**src/wd_timeout_pkg.sv**
```systemverilog
// constants for the watchdog timeout unit
package wd_timeout_pkg;
  // clock and oscillator rates
  localparam int unsigned CLK_HZ = 100_000_000;
  localparam int unsigned WD_OSC_HZ = 10_000;
  localparam int unsigned TICK_CYCLES = CLK_HZ / WD_OSC_HZ;
  // printed register indices, byte address is four times the index
  localparam logic [11:0] RELOAD_HI_IDX = 12'hFF2;
  localparam logic [11:0] RELOAD_LO_IDX = 12'hFF3;
  localparam logic [13:0] RELOAD_HI_ADDR = {RELOAD_HI_IDX, 2'b00};
  localparam logic [13:0] RELOAD_LO_ADDR = {RELOAD_LO_IDX, 2'b00};
  localparam logic [13:0] CTRL_ADDR = 14'h0000;
  localparam logic [13:0] STATUS_ADDR = 14'h0004;
  // field positions
  localparam int unsigned CTRL_OSC_EN_BIT = 0;
  localparam int unsigned STAT_WD_BIT = 0;
  localparam int unsigned STAT_STOP_BIT = 1;
  // reset values and keys
  localparam logic [15:0] RELOAD_RESET = 16'h0400;
  localparam logic CTRL_OSC_EN_RESET = 1'b1;
  localparam logic [7:0] UNLOCK_KEY1 = 8'h55;
  localparam logic [7:0] UNLOCK_KEY2 = 8'hAA;
  localparam logic [1:0] RESP_OKAY = 2'b00;
  localparam logic [1:0] RESP_SLVERR = 2'b10;
  // unlock sequence states
  typedef enum logic [3:0] {
    LOCKED = 4'b0001,
    KEY_SEEN = 4'b0010,
    OPEN_HIGH = 4'b0100,
    OPEN_LOW = 4'b1000
  } unlock_state_t;
endpackage : wd_timeout_pkg
```
**src/watchdog_timeout_unit.sv**
```systemverilog
// watchdog down-counter with axi4-lite registers and reload unlock
// Functional notes
// - retriggerable one-shot counter; terminal count resets or interrupts the device
// - counter advances only on ticks of its own slow oscillator
// - only off to on; once on it stays on until reset
// - enabled by first refresh instruction or permanently by always-on option
// - clearing oscillator enable stops the oscillator and the counter
// - 16-bit down-counter, reload is high byte above low byte
// - timeout in ms equals reload divided by ten at nominal rate
// - reload resets to 0400h, about 102 ms
// - on first enable load reload value, then count toward zero
// - refresh instruction reloads the counter, counting then resumes
// - under debugger the counter is refreshed continuously, never times out
// - timeout at zero; response option picks exception or reset
// - exception mode, normal run: exception request, reload and continue
// - exception mode in stop: recovery, exception, watchdog and stop flags
// - reset mode, normal run: force reset, set watchdog flag
// - after any reset the counter holds its reset value
// - reset mode in stop: recovery, set watchdog and stop flags
// - reload change needs 55h, AAh to high, then high, then low
// - the two key writes leave the high reload byte unchanged
// - reload writes outside a correct sequence are ignored
// - reading either reload address returns the live counter
//
// Implementation choices: register access over AXI4-Lite and the register addresses.
`timescale 1ns/100ps
module watchdog_timeout_unit
  import wd_timeout_pkg::*;
#(
  parameter int unsigned TICK_DIV = TICK_CYCLES,
  parameter int unsigned ADDR_W = 14
) (
  input wire logic aclk,
  input wire logic aresetn,
  // axi4-lite slave
  input wire logic [ADDR_W-1:0] s_axi_awaddr,
  input wire logic s_axi_awvalid,
  output logic s_axi_awready,
  input wire logic [31:0] s_axi_wdata,
  input wire logic [3:0] s_axi_wstrb,
  input wire logic s_axi_wvalid,
  output logic s_axi_wready,
  output logic [1:0] s_axi_bresp,
  output logic s_axi_bvalid,
  input wire logic s_axi_bready,
  input wire logic [ADDR_W-1:0] s_axi_araddr,
  input wire logic s_axi_arvalid,
  output logic s_axi_arready,
  output logic [31:0] s_axi_rdata,
  output logic [1:0] s_axi_rresp,
  output logic s_axi_rvalid,
  input wire logic s_axi_rready,
  // system side
  input wire logic refresh_instr,
  input wire logic debug_mode,
  input wire logic stop_mode,
  input wire logic always_on_option,
  input wire logic timeout_response_option,
  output logic exception_req,
  output logic reset_req,
  output logic stop_recovery_req,
  output logic wd_flag_set,
  output logic stop_flag_set
);

  // elaboration checks
  if (TICK_DIV < 1 || TICK_DIV > 65535) begin : g_bad_div
    $error("TICK_DIV out of range");
  end
  if (ADDR_W < 14 || ADDR_W > 32) begin : g_bad_addr
    $error("ADDR_W must be 14 to 32");
  end

  function automatic logic [13:0] word_addr(input logic [ADDR_W-1:0] a);
    word_addr = {a[13:2], 2'b00};
  endfunction : word_addr

  function automatic logic is_mapped(input logic [13:0] a);
    is_mapped = (a == CTRL_ADDR) || (a == STATUS_ADDR) ||
                (a == RELOAD_HI_ADDR) || (a == RELOAD_LO_ADDR);
  endfunction : is_mapped

  ////////////////////////////////////////////////////////////////////////////
  // state
  logic [15:0] tick_cnt_q;
  logic tick_q;
  logic [15:0] reload_q;
  logic [15:0] count_q;
  logic enabled_q;
  logic osc_en_q;
  logic stat_wd_q;
  logic stat_stop_q;
  unlock_state_t lock_q;
  unlock_state_t lock_d;
  logic exc_q, rst_q, rec_q, wdf_q, stf_q;
  logic aw_held_q, w_held_q, bvalid_q, arready_q, rvalid_q;
  logic awready_q, wready_q;
  logic [13:0] waddr_q;
  logic [7:0] wbyte_q;
  logic wstrb0_q;
  logic [1:0] bresp_q, rresp_q;
  logic [31:0] rdata_q;

  ////////////////////////////////////////////////////////////////////////////
  // write path decode
  wire aw_hs = s_axi_awvalid && !aw_held_q;
  wire w_hs = s_axi_wvalid && !w_held_q;
  wire wr_fire = aw_held_q && w_held_q && !bvalid_q;
  wire wr_hi = wr_fire && wstrb0_q && (waddr_q == RELOAD_HI_ADDR);
  wire wr_lo = wr_fire && wstrb0_q && (waddr_q == RELOAD_LO_ADDR);
  wire wr_ctrl = wr_fire && wstrb0_q && (waddr_q == CTRL_ADDR);
  wire wr_stat = wr_fire && wstrb0_q && (waddr_q == STATUS_ADDR);
  wire store_hi = wr_hi && (lock_q == OPEN_HIGH);
  wire store_lo = wr_lo && (lock_q == OPEN_LOW);
  wire ar_hs = s_axi_arvalid && arready_q;
  wire [13:0] raddr = word_addr(s_axi_araddr);

  // counter control
  wire tick = tick_q && osc_en_q;
  wire run = enabled_q && tick && !debug_mode;
  wire first_en = !enabled_q && (refresh_instr || always_on_option);
  wire refresh = refresh_instr || (enabled_q && debug_mode);
  wire timeout = run && !refresh && (count_q <= 16'h0001);
  wire resp_reset = timeout_response_option;

  ////////////////////////////////////////////////////////////////////////////
  // oscillator tick divider, one enable pulse per slow period
  always_ff @(posedge aclk) begin
    if (!aresetn || !osc_en_q) begin
      tick_cnt_q <= 16'h0000;
      tick_q <= 1'b0;
    end else begin
      tick_q <= (tick_cnt_q == 16'(TICK_DIV - 1));
      tick_cnt_q <= (tick_cnt_q == 16'(TICK_DIV - 1)) ? 16'h0000 : tick_cnt_q + 16'h0001;
    end
  end

  ////////////////////////////////////////////////////////////////////////////
  // enable and down-counter
  always_ff @(posedge aclk) begin
    if (!aresetn) begin
      enabled_q <= 1'b0;
      count_q <= RELOAD_RESET;
    end else begin
      if (first_en) enabled_q <= 1'b1;
      if (first_en || refresh) begin
        count_q <= reload_q;
      end else if (timeout) begin
        count_q <= reload_q;
      end else if (run) begin
        count_q <= count_q - 16'h0001;
      end
    end
  end

  // timeout responses, one-cycle pulses
  always_ff @(posedge aclk) begin
    if (!aresetn) begin
      exc_q <= 1'b0;
      rst_q <= 1'b0;
      rec_q <= 1'b0;
      wdf_q <= 1'b0;
      stf_q <= 1'b0;
    end else begin
      exc_q <= timeout && !resp_reset;
      rst_q <= timeout && resp_reset && !stop_mode;
      rec_q <= timeout && stop_mode;
      wdf_q <= timeout && (stop_mode || resp_reset);
      stf_q <= timeout && stop_mode;
    end
  end

  ////////////////////////////////////////////////////////////////////////////
  // unlock sequence
  always_comb begin
    lock_d = lock_q;
    if (wr_hi) begin
      unique case (lock_q)
        LOCKED: lock_d = (wbyte_q == UNLOCK_KEY1) ? KEY_SEEN : LOCKED;
        KEY_SEEN: lock_d = (wbyte_q == UNLOCK_KEY2) ? OPEN_HIGH : LOCKED;
        OPEN_HIGH: lock_d = OPEN_LOW;
        OPEN_LOW: lock_d = LOCKED;
        default: lock_d = LOCKED;
      endcase
    end else if (wr_lo) begin
      lock_d = LOCKED;
    end
  end

  always_ff @(posedge aclk) begin
    if (!aresetn) lock_q <= LOCKED;
    else lock_q <= lock_d;
  end

  // reload and control registers
  always_ff @(posedge aclk) begin
    if (!aresetn) begin
      reload_q <= RELOAD_RESET;
      osc_en_q <= CTRL_OSC_EN_RESET;
    end else begin
      if (store_hi) reload_q[15:8] <= wbyte_q;
      if (store_lo) reload_q[7:0] <= wbyte_q;
      if (wr_ctrl) osc_en_q <= wbyte_q[CTRL_OSC_EN_BIT];
    end
  end

  // sticky status, set wins over write-one clear
  always_ff @(posedge aclk) begin
    if (!aresetn) begin
      stat_wd_q <= 1'b0;
      stat_stop_q <= 1'b0;
    end else begin
      stat_wd_q <= (stat_wd_q && !(wr_stat && wbyte_q[STAT_WD_BIT])) ||
                   (timeout && (stop_mode || resp_reset));
      stat_stop_q <= (stat_stop_q && !(wr_stat && wbyte_q[STAT_STOP_BIT])) ||
                     (timeout && stop_mode);
    end
  end

  ////////////////////////////////////////////////////////////////////////////
  // axi write channel
  always_ff @(posedge aclk) begin
    if (!aresetn) begin
      aw_held_q <= 1'b0;
      w_held_q <= 1'b0;
      bvalid_q <= 1'b0;
      bresp_q <= RESP_OKAY;
      awready_q <= 1'b1;
      wready_q <= 1'b1;
      waddr_q <= 14'h0000;
      wbyte_q <= 8'h00;
      wstrb0_q <= 1'b0;
    end else begin
      if (aw_hs) begin
        aw_held_q <= 1'b1;
        awready_q <= 1'b0; // ready flop mirrors the held flag
        waddr_q <= word_addr(s_axi_awaddr);
      end
      if (w_hs) begin
        w_held_q <= 1'b1;
        wready_q <= 1'b0;
        wbyte_q <= s_axi_wdata[7:0];
        wstrb0_q <= s_axi_wstrb[0];
      end
      if (wr_fire) begin
        bvalid_q <= 1'b1;
        bresp_q <= is_mapped(waddr_q) ? RESP_OKAY : RESP_SLVERR;
      end
      if (bvalid_q && s_axi_bready) begin
        bvalid_q <= 1'b0;
        awready_q <= 1'b1;
        wready_q <= 1'b1;
        aw_held_q <= 1'b0;
        w_held_q <= 1'b0;
      end
    end
  end

  // axi read channel
  always_ff @(posedge aclk) begin
    if (!aresetn) begin
      arready_q <= 1'b1;
      rvalid_q <= 1'b0;
      rdata_q <= 32'h0000_0000;
      rresp_q <= RESP_OKAY;
    end else if (ar_hs) begin
      arready_q <= 1'b0;
      rvalid_q <= 1'b1;
      rresp_q <= is_mapped(raddr) ? RESP_OKAY : RESP_SLVERR;
      if (raddr == RELOAD_HI_ADDR || raddr == RELOAD_LO_ADDR) begin
        rdata_q <= {16'h0000, count_q};
      end else if (raddr == CTRL_ADDR) begin
        rdata_q <= {31'h0000_0000, osc_en_q};
      end else if (raddr == STATUS_ADDR) begin
        rdata_q <= {30'h0000_0000, stat_stop_q, stat_wd_q};
      end else begin
        rdata_q <= 32'h0000_0000;
      end
    end else if (rvalid_q && s_axi_rready) begin
      rvalid_q <= 1'b0;
      arready_q <= 1'b1;
    end
  end

  ////////////////////////////////////////////////////////////////////////////
  // outputs
  assign s_axi_awready = awready_q;
  assign s_axi_wready = wready_q;
  assign s_axi_bvalid = bvalid_q;
  assign s_axi_bresp = bresp_q;
  assign s_axi_arready = arready_q;
  assign s_axi_rvalid = rvalid_q;
  assign s_axi_rdata = rdata_q;
  assign s_axi_rresp = rresp_q;
  assign exception_req = exc_q;
  assign reset_req = rst_q;
  assign stop_recovery_req = rec_q;
  assign wd_flag_set = wdf_q;
  assign stop_flag_set = stf_q;

  ////////////////////////////////////////////////////////////////////////////
  // checks
  exc_reload_a: assert property (
    @(posedge aclk) disable iff (!aresetn)
    timeout && !resp_reset |=> exception_req && count_q == $past(reload_q))
    else $error("exception timeout did not fire or reload");

  reset_mode_a: assert property (
    @(posedge aclk) disable iff (!aresetn)
    timeout && resp_reset && !stop_mode |=> reset_req && wd_flag_set && !exception_req)
    else $error("reset timeout response wrong");

  stop_exc_a: assert property (
    @(posedge aclk) disable iff (!aresetn)
    timeout && stop_mode && !resp_reset |=> stop_recovery_req && exception_req
      && stop_flag_set && stat_stop_q && stat_wd_q)
    else $error("stop exception response wrong");

  stop_reset_a: assert property (
    @(posedge aclk) disable iff (!aresetn)
    timeout && stop_mode && resp_reset |=> stop_recovery_req && !reset_req && wd_flag_set)
    else $error("stop reset response wrong");

  refresh_load_a: assert property (
    @(posedge aclk) disable iff (!aresetn)
    refresh_instr |=> count_q == $past(reload_q) && enabled_q)
    else $error("refresh did not reload counter");

  debug_quiet_a: assert property (
    @(posedge aclk) disable iff (!aresetn)
    (enabled_q && debug_mode) [*2] |=> !exception_req && !reset_req)
    else $error("timeout under debugger");

  osc_stop_a: assert property (
    @(posedge aclk) disable iff (!aresetn)
    !osc_en_q && !refresh && !first_en |=> $stable(count_q))
    else $error("counter moved with oscillator off");

  always_on_a: assert property (
    @(posedge aclk) disable iff (!aresetn)
    always_on_option |=> enabled_q)
    else $error("always-on option did not enable");

  key_keep_a: assert property (
    @(posedge aclk) disable iff (!aresetn)
    wr_hi && (lock_q == LOCKED || lock_q == KEY_SEEN) |=> $stable(reload_q[15:8]))
    else $error("key write changed high byte");

  locked_ignore_a: assert property (
    @(posedge aclk) disable iff (!aresetn)
    wr_lo && lock_q != OPEN_LOW |=> $stable(reload_q) && lock_q == LOCKED)
    else $error("low write accepted while locked");

  relock_a: assert property (
    @(posedge aclk) disable iff (!aresetn)
    store_lo |=> lock_q == LOCKED && reload_q[7:0] == $past(wbyte_q))
    else $error("low byte write did not relock");

  read_count_a: assert property (
    @(posedge aclk) disable iff (!aresetn)
    ar_hs && (raddr == RELOAD_HI_ADDR || raddr == RELOAD_LO_ADDR)
      |=> rvalid_q && rdata_q[15:0] == $past(count_q))
    else $error("reload read did not return counter");

  first_load_a: assert property (
    @(posedge aclk) disable iff (!aresetn)
    first_en |=> enabled_q && count_q == $past(reload_q))
    else $error("first enable did not load counter");

  high_store_a: assert property (
    @(posedge aclk) disable iff (!aresetn)
    store_hi |=> lock_q == OPEN_LOW && reload_q[15:8] == $past(wbyte_q))
    else $error("open high write not stored");

endmodule : watchdog_timeout_unit

```
**config.mk**
```make
export PLATFORM = sky130hd
export DESIGN_NAME = watchdog_timeout_unit
export DESIGN_NICKNAME = d
export VERILOG_FILES = /design/src/wd_timeout_pkg.sv /design/src/watchdog_timeout_unit.sv
export SDC_FILE = /design/constraint.sdc
export NUM_CORES = 1
export LEC_CHECK = 0
export ABC_AREA = 1
export BUFFER_PORTS_ARGS = -buffer_cell sky130_fd_sc_hd__clkbuf_2
export CAP_MARGIN = 20
export CORE_ASPECT_RATIO = 0.75
export CORE_MARGIN = 2
export CORE_UTILIZATION = 56
export CTS_BUF_LIST = sky130_fd_sc_hd__clkbuf_8
export DETAILED_ROUTE_END_ITERATION = 10
export PLACE_DENSITY = 0.92
export SLEW_MARGIN = 30
export SYNTH_ARGS = -nofsm -noshare
export SYNTH_HDL_FRONTEND = slang
export SYNTH_SLANG_ARGS = --single-unit
```
**constraint.sdc**
```tcl
create_clock -name aclk -period 1.8 [get_ports aclk]
set_input_delay 0.36 -clock aclk [delete_from_list [all_inputs] [get_ports aclk]]
set_output_delay 0.36 -clock aclk [all_outputs]
set_load 0.05 [all_outputs]
```
# Word-level counts from Yosys, hierarchy flattened
# Cells that the tools add are included.
# W data, S select, Z words.
[word_totals] ramBits=0 rom_bits=0 word_cells=124 latchBits=0 n_memories=0 inputBits=76 reg_bits=125
[op_classes] n_bitwise=1 mul=0 magnitude_cmp=1 div=0 n_reduce_logical=63 n_shift=0 eq_ne=13 muxes=17 add_sub_neg=2
[ops] operator="$mux W16" count=4
[ops] operator="$eq A12 B12 Y1 const B" count=4
[ops] operator="$logic_and A1 B1 Y1" count=30
[ops] operator="$logic_not A14 Y1" count=2
[ops] operator="$eq A12 B1 Y1 const B" count=2
[ops] operator="$add A16 B1 Y16 const B" count=1
[ops] operator="$eq A16 B14 Y1 const B" count=1
[ops] operator="$le A16 B1 Y1 const B" count=1
[ops] operator="$sub A16 B1 Y16 const B" count=1
[ops] operator="$logic_or A1 B1 Y1" count=14
[ops] operator="$logic_not A1 Y1" count=12
[ops] operator="$pmux W4 S3" count=1
[ops] operator="$mux W2" count=5
[ops] operator="$eq A8 B7 Y1 const B" count=1
[ops] operator="$eq A8 B8 Y1 const B" count=1
[ops] operator="$mux W4" count=2
[ops] operator="$eq A4 B1 Y1 const B" count=1
[ops] operator="$eq A4 B2 Y1 const B" count=1
[ops] operator="$eq A4 B3 Y1 const B" count=1
[ops] operator="$eq A4 B4 Y1 const B" count=1
[ops] operator="$mux W1" count=4
[ops] operator="$reduce_bool A2 Y1" count=2
[ops] operator="$reduce_or A2 Y1" count=2
[ops] operator="$mux W3" count=1
[ops] operator="other kinds (2)" count=2

# Longest topological paths before layout
[logic_depth] word_depth=8 ltp_mapped=12 depth_no_buf=12

# Least setup slack after synthesis
# OpenSTA, ideal clock, no wires.
[synth_timing] kind="reg2reg" from="register count_q[0]" to="register count_q[13]" required_time_ps=1687 t_arrival_ps=1547 period_less_slack_ps=1660 path_slack_ps=140 path_stages_with_launch=13 path_cell_list="dfxtp_1 -> inv_1 -> ha_1 -> inv_1 -> nand2_1 -> nand2_1 -> nor2_1 -> nand3_4 -> nand2_4 -> buf_6 -> nand2_2 -> a21oi_2 -> nor2_1"
[synth_via] elab_chain_len=4 word_cells_on_any_way=7
[synth_rtl] element="start: declaration" line="watchdog_timeout_unit.sv:88" rtl="logic [15:0] count_q;"
[synth_rtl] element="start signal: assignment" line="watchdog_timeout_unit.sv:147" rtl="count_q <= reload_q;"
[synth_rtl] element="start signal: assignment" line="watchdog_timeout_unit.sv:149" rtl="count_q <= reload_q;"
[synth_rtl] element="start signal: assignment" line="watchdog_timeout_unit.sv:151" rtl="count_q <= count_q - 16'h0001;"
[synth_rtl] element="$sub A16 B1 Y16 or $le A16 B1 Y1 (tied branches)" line="watchdog_timeout_unit.sv:151, watchdog_timeout_unit.sv:123"
[synth_rtl] element="$mux W16 or $logic_and A1 B1 Y1 (tied branches)" line="watchdog_timeout_unit.sv:150, watchdog_timeout_unit.sv:123"
[synth_rtl] element="$mux W16" line="watchdog_timeout_unit.sv:148" rtl="end else if (timeout) begin"
[synth_rtl] element="$mux W16" line="watchdog_timeout_unit.sv:146" rtl="if (first_en || refresh) begin"
# Parallel ways exist; a longest one is shown, timed or not. The select of a mux whose other input is x is not followed.
# A chain may end at the register's enable or synchronous reset.

# Worst setup path in the final report
# Ends and elaborated chain as after synthesis.

==> results.json <==
{
  "worst_pin_slew_ns": 0.590,
  "dieWidth_um": 115,
  "pin_count": 122,
  "wl_per_cell_um": 11.8,
  "synth_edf_count": 0,
  "layout-drive-gt1-share_pct": 18.0,
  "worst_slack_ns": 0.132,
  "fillers": 776,
  "vias": 4802,
  "synth_top_area_share_pct": 41.2,
  "drt_first_pass_iters": 5,
  "clk_pin_slew_ns": 0.10,
  "p_leak_nw": 2.74,
  "end_kind": "flip-flop",
  "holdPathEnd": "exception_req$_SDFF_PN0_",
  "rows": 30,
  "max_freq_mhz": 600,
  "yosys.area.top_type": "dfxtp_1",
  "fin_area_um2": 5920,
  "ys_seq_area_share_pct": 41.2,
  "synthCells": 739,
  "r2r_cells": 12,
  "setup_viol": 0,
  "grtUsageTotal_pct": 22.7,
  "hold_violations": 0,
  "start_kind": "flip-flop",
  "cp.required_ns": 2.08,
  "drtIter0Drc": 350,
  "root_buffer": "clkbuf_8",
  "ys_ff_latch": 107,
  "fin_crit_sh_pct": 92.7,
  "grt_pass1_wl_um": 18100,
  "wirelength_um": 11200,
  "die_y_um": 87.5,
  "setup_tns_ns": 0,
  "cts_tree": "yes",
  "p_per_area_nw_per_um2": 817,
  "drc": 0,
  "cap_viol_max_count": 0,
  "multiInputGateArea_um2": 2480,
  "synthToLayoutAreaGrowth_pct": 13.8,
  "min_path_type": "in -> reg",
  "antenna_found_initial": 0,
  "place.gp.congestion": 0.997,
  "power_frac_comb_pct": 19.1,
  "rsz0062_at_grt": "yes",
  "vdd_drop_max_uv": 518,
  "critical_path_class": "reg -> reg",
  "hp-start": "timeout_response_option",
  "internal-power_mw": 3.30,
  "slew_violations": 0,
  "cp_max_fo": 9,
  "outcome": "finished clean",
  "finalPower_mw": 4.84,
  "ant_nets": 0,
  "dpl_cell_area_um2": 5680,
  "async_flop_share_pct": 0,
  "h-tree-depth": 3,
  "cp-startpoint": "count_q[0]$_SDFFE_PN0P_",
  "switching_share_pct": 31.8,
  "arrival_ns": 1.94,
  "seqPwrFrac_pct": 53.1,
  "clock_power_share_pct": 27.8,
  "clock_skew_ns": 0.00663,
  "r2r-end": "count_q[13]$_SDFFE_PN0P_",
  "relSlewSlack_pct": 60.6,
  "synth-warning-count": 0,
  "clock-sinks": 107,
  "finalNetCount": 900,
  "grt_overflow": 0,
  "start_util_pct": 57.5,
  "r2r_start": "count_q[0]$_SDFFE_PN0P_",
  "core_area_um2": 9050,
  "syn_area_per_cell_um2": 7.04,
  "hpwl_um": 8370,
  "first_global_vias": 3983,
  "hold_depth": 2,
  "ff_latch_area_um2": 2140,
  "synth_common_cells": "134 x nand2_1, 107 x dfxtp_1, 105 x inv_1",
  "netlist_area_um2": 5200,
  "period_minus_slack_ns": 1.67,
  "portBuffers": 72,
  "dieArea_um2": 10100,
  "cts_made_buffers": 9,
  "synthDistinctLibCells": 39,
  "yosys_most_used_dff": "dfxtp_1",
  "post-place-ws_ns": 0.0245,
  "diodes": 0,
  "grt_max_degree": 35,
  "synth.most_common_cell": "nand2_1",
  "clockBufferDepth": 2,
  "p_sw_mw": 1.54,
  "ys_top_cells_by_area": "dfxtp_1 41%, nand2_1 9.7%, inv_1 7.6%",
  "r2r_slack_ns": 0.13,
  "vias_per_cell": 5.03,
  "clk_latency_ns": 0.37
}
## stage by stage
stage / std cells / util, % / hold WS, ns
after floorplan: 756 / - / 0.417
after global placement: 935 / 62.8 / 0.429
after detailed placement: 935 / 62.8 / 0.434
after CTS: 951 / 64.8 / 0.144
after global routing: 954 / 65.5 / 0.145
final: 954 / 65.5 / 0.157
## critical path, stage by stage, from the launching register on
cell and delay (ns):
dfxtp_1 0.34, inv_1 0.08, ha_1 0.17, inv_1 0.08, nand2_1 0.09, nand2_1 0.06, nor2_2 0.13, nand3_4 0.15
nand2_8 0.14, buf_12 0.12, nand2_2 0.04, a21oi_2 0.12, nor2_1 0.04
## layout by cell type, fill, tap and decap left out, drive strengths merged
master,instances
nor3,21
clkbuf,82
nor2,86
nor3b,2
clkinv,3
o41ai,1
xor2,6
nor4,2
nand2,139
ha,3
o21ai,72
dfxtp,107
nand4,19
nand3b,3
mux2,1
clkinvlp,1
buf,23
nand3,41
a21oi,74
inv,113
a21o,1
conb,18
o211ai,3
xnor2,5
## worst max-delay path by stage
stage,to,cells past startpoint
6_report,count_q[13]$_SDFFE_PN0P_,12
4_1_cts,count_q[1]$_SDFFE_PN0P_,11
2_1_floorplan,count_q[13]$_SDFFE_PN0P_,12
3_3_place_gp,count_q[1]$_SDFFE_PN0P_,11
5_1_grt,tick_cnt_q[12]$_SDFF_PP0_,9
3_5_place_dp,count_q[1]$_SDFFE_PN0P_,11
## layout make-up
class | instances | area share [%]
multi-input combinational | 497 | 41.9
clock buffer | 10 | 2.32
timing repair buffer | 95 | 9.21
sequential | 107 | 36.2
clock inverter | 6 | 0.655
tap | 128 | 2.70
inverter | 111 | 7.04
## what timing repair did
item / in CTS / in global routing
hold buffers: 0 / 0
endpoints found under the hold margin: 0 / 0
gates resized for setup: 0 / 4
setup buffers: 0 / 2
setup endpoints to repair: 0 / 19
## power groups by stage
stage / clock network [mW] / logic (mW) / registers, mW
after floorplan: 0 / 0.571 / 2.74
after global placement: 0 / 0.880 / 2.62
after detailed placement: 0 / 0.894 / 2.62
after CTS: 1.38 / 0.898 / 2.57
after global routing: 1.47 / 1.02 / 2.58
final: 1.35 / 0.922 / 2.57
## cells by family (layout without fill, tap and decap cells)
kind of cell | Yosys count | after routing | synth area share [%]
compound gates | 151 | 151 | 15.1
xor+xnor | 11 | 11 | 1.85
fa+ha+maj | 3 | 3 | 0.722
buf+inv | 153 | 222 | 13.0
flops | 107 | 107 | 41.2
mux | 1 | 1 | 0.216
other cells | 1 | 18 | 0.0721
simple gates | 312 | 313 | 27.8
## sequential cells by signal (all words and copies together), names as in the netlist, 4 cells and up
signal and count:
count_q 16, lock_q 4, waddr_q 12, tick_cnt_q 16
reload_q 16, wbyte_q 8, s_axi_rdata 16
## per-layer routing
layer  up-vias  share of wire [%]  global-route usage (%)
li1       2507                  -                       -
met2       155                 43                    34.2
met1      2123                 49                    31.6
met5         -                  0                       0
met3        17                7.2                    5.64
met4         0                1.1                    8.11
Note: power is estimated with default switching activity, not from simulation.
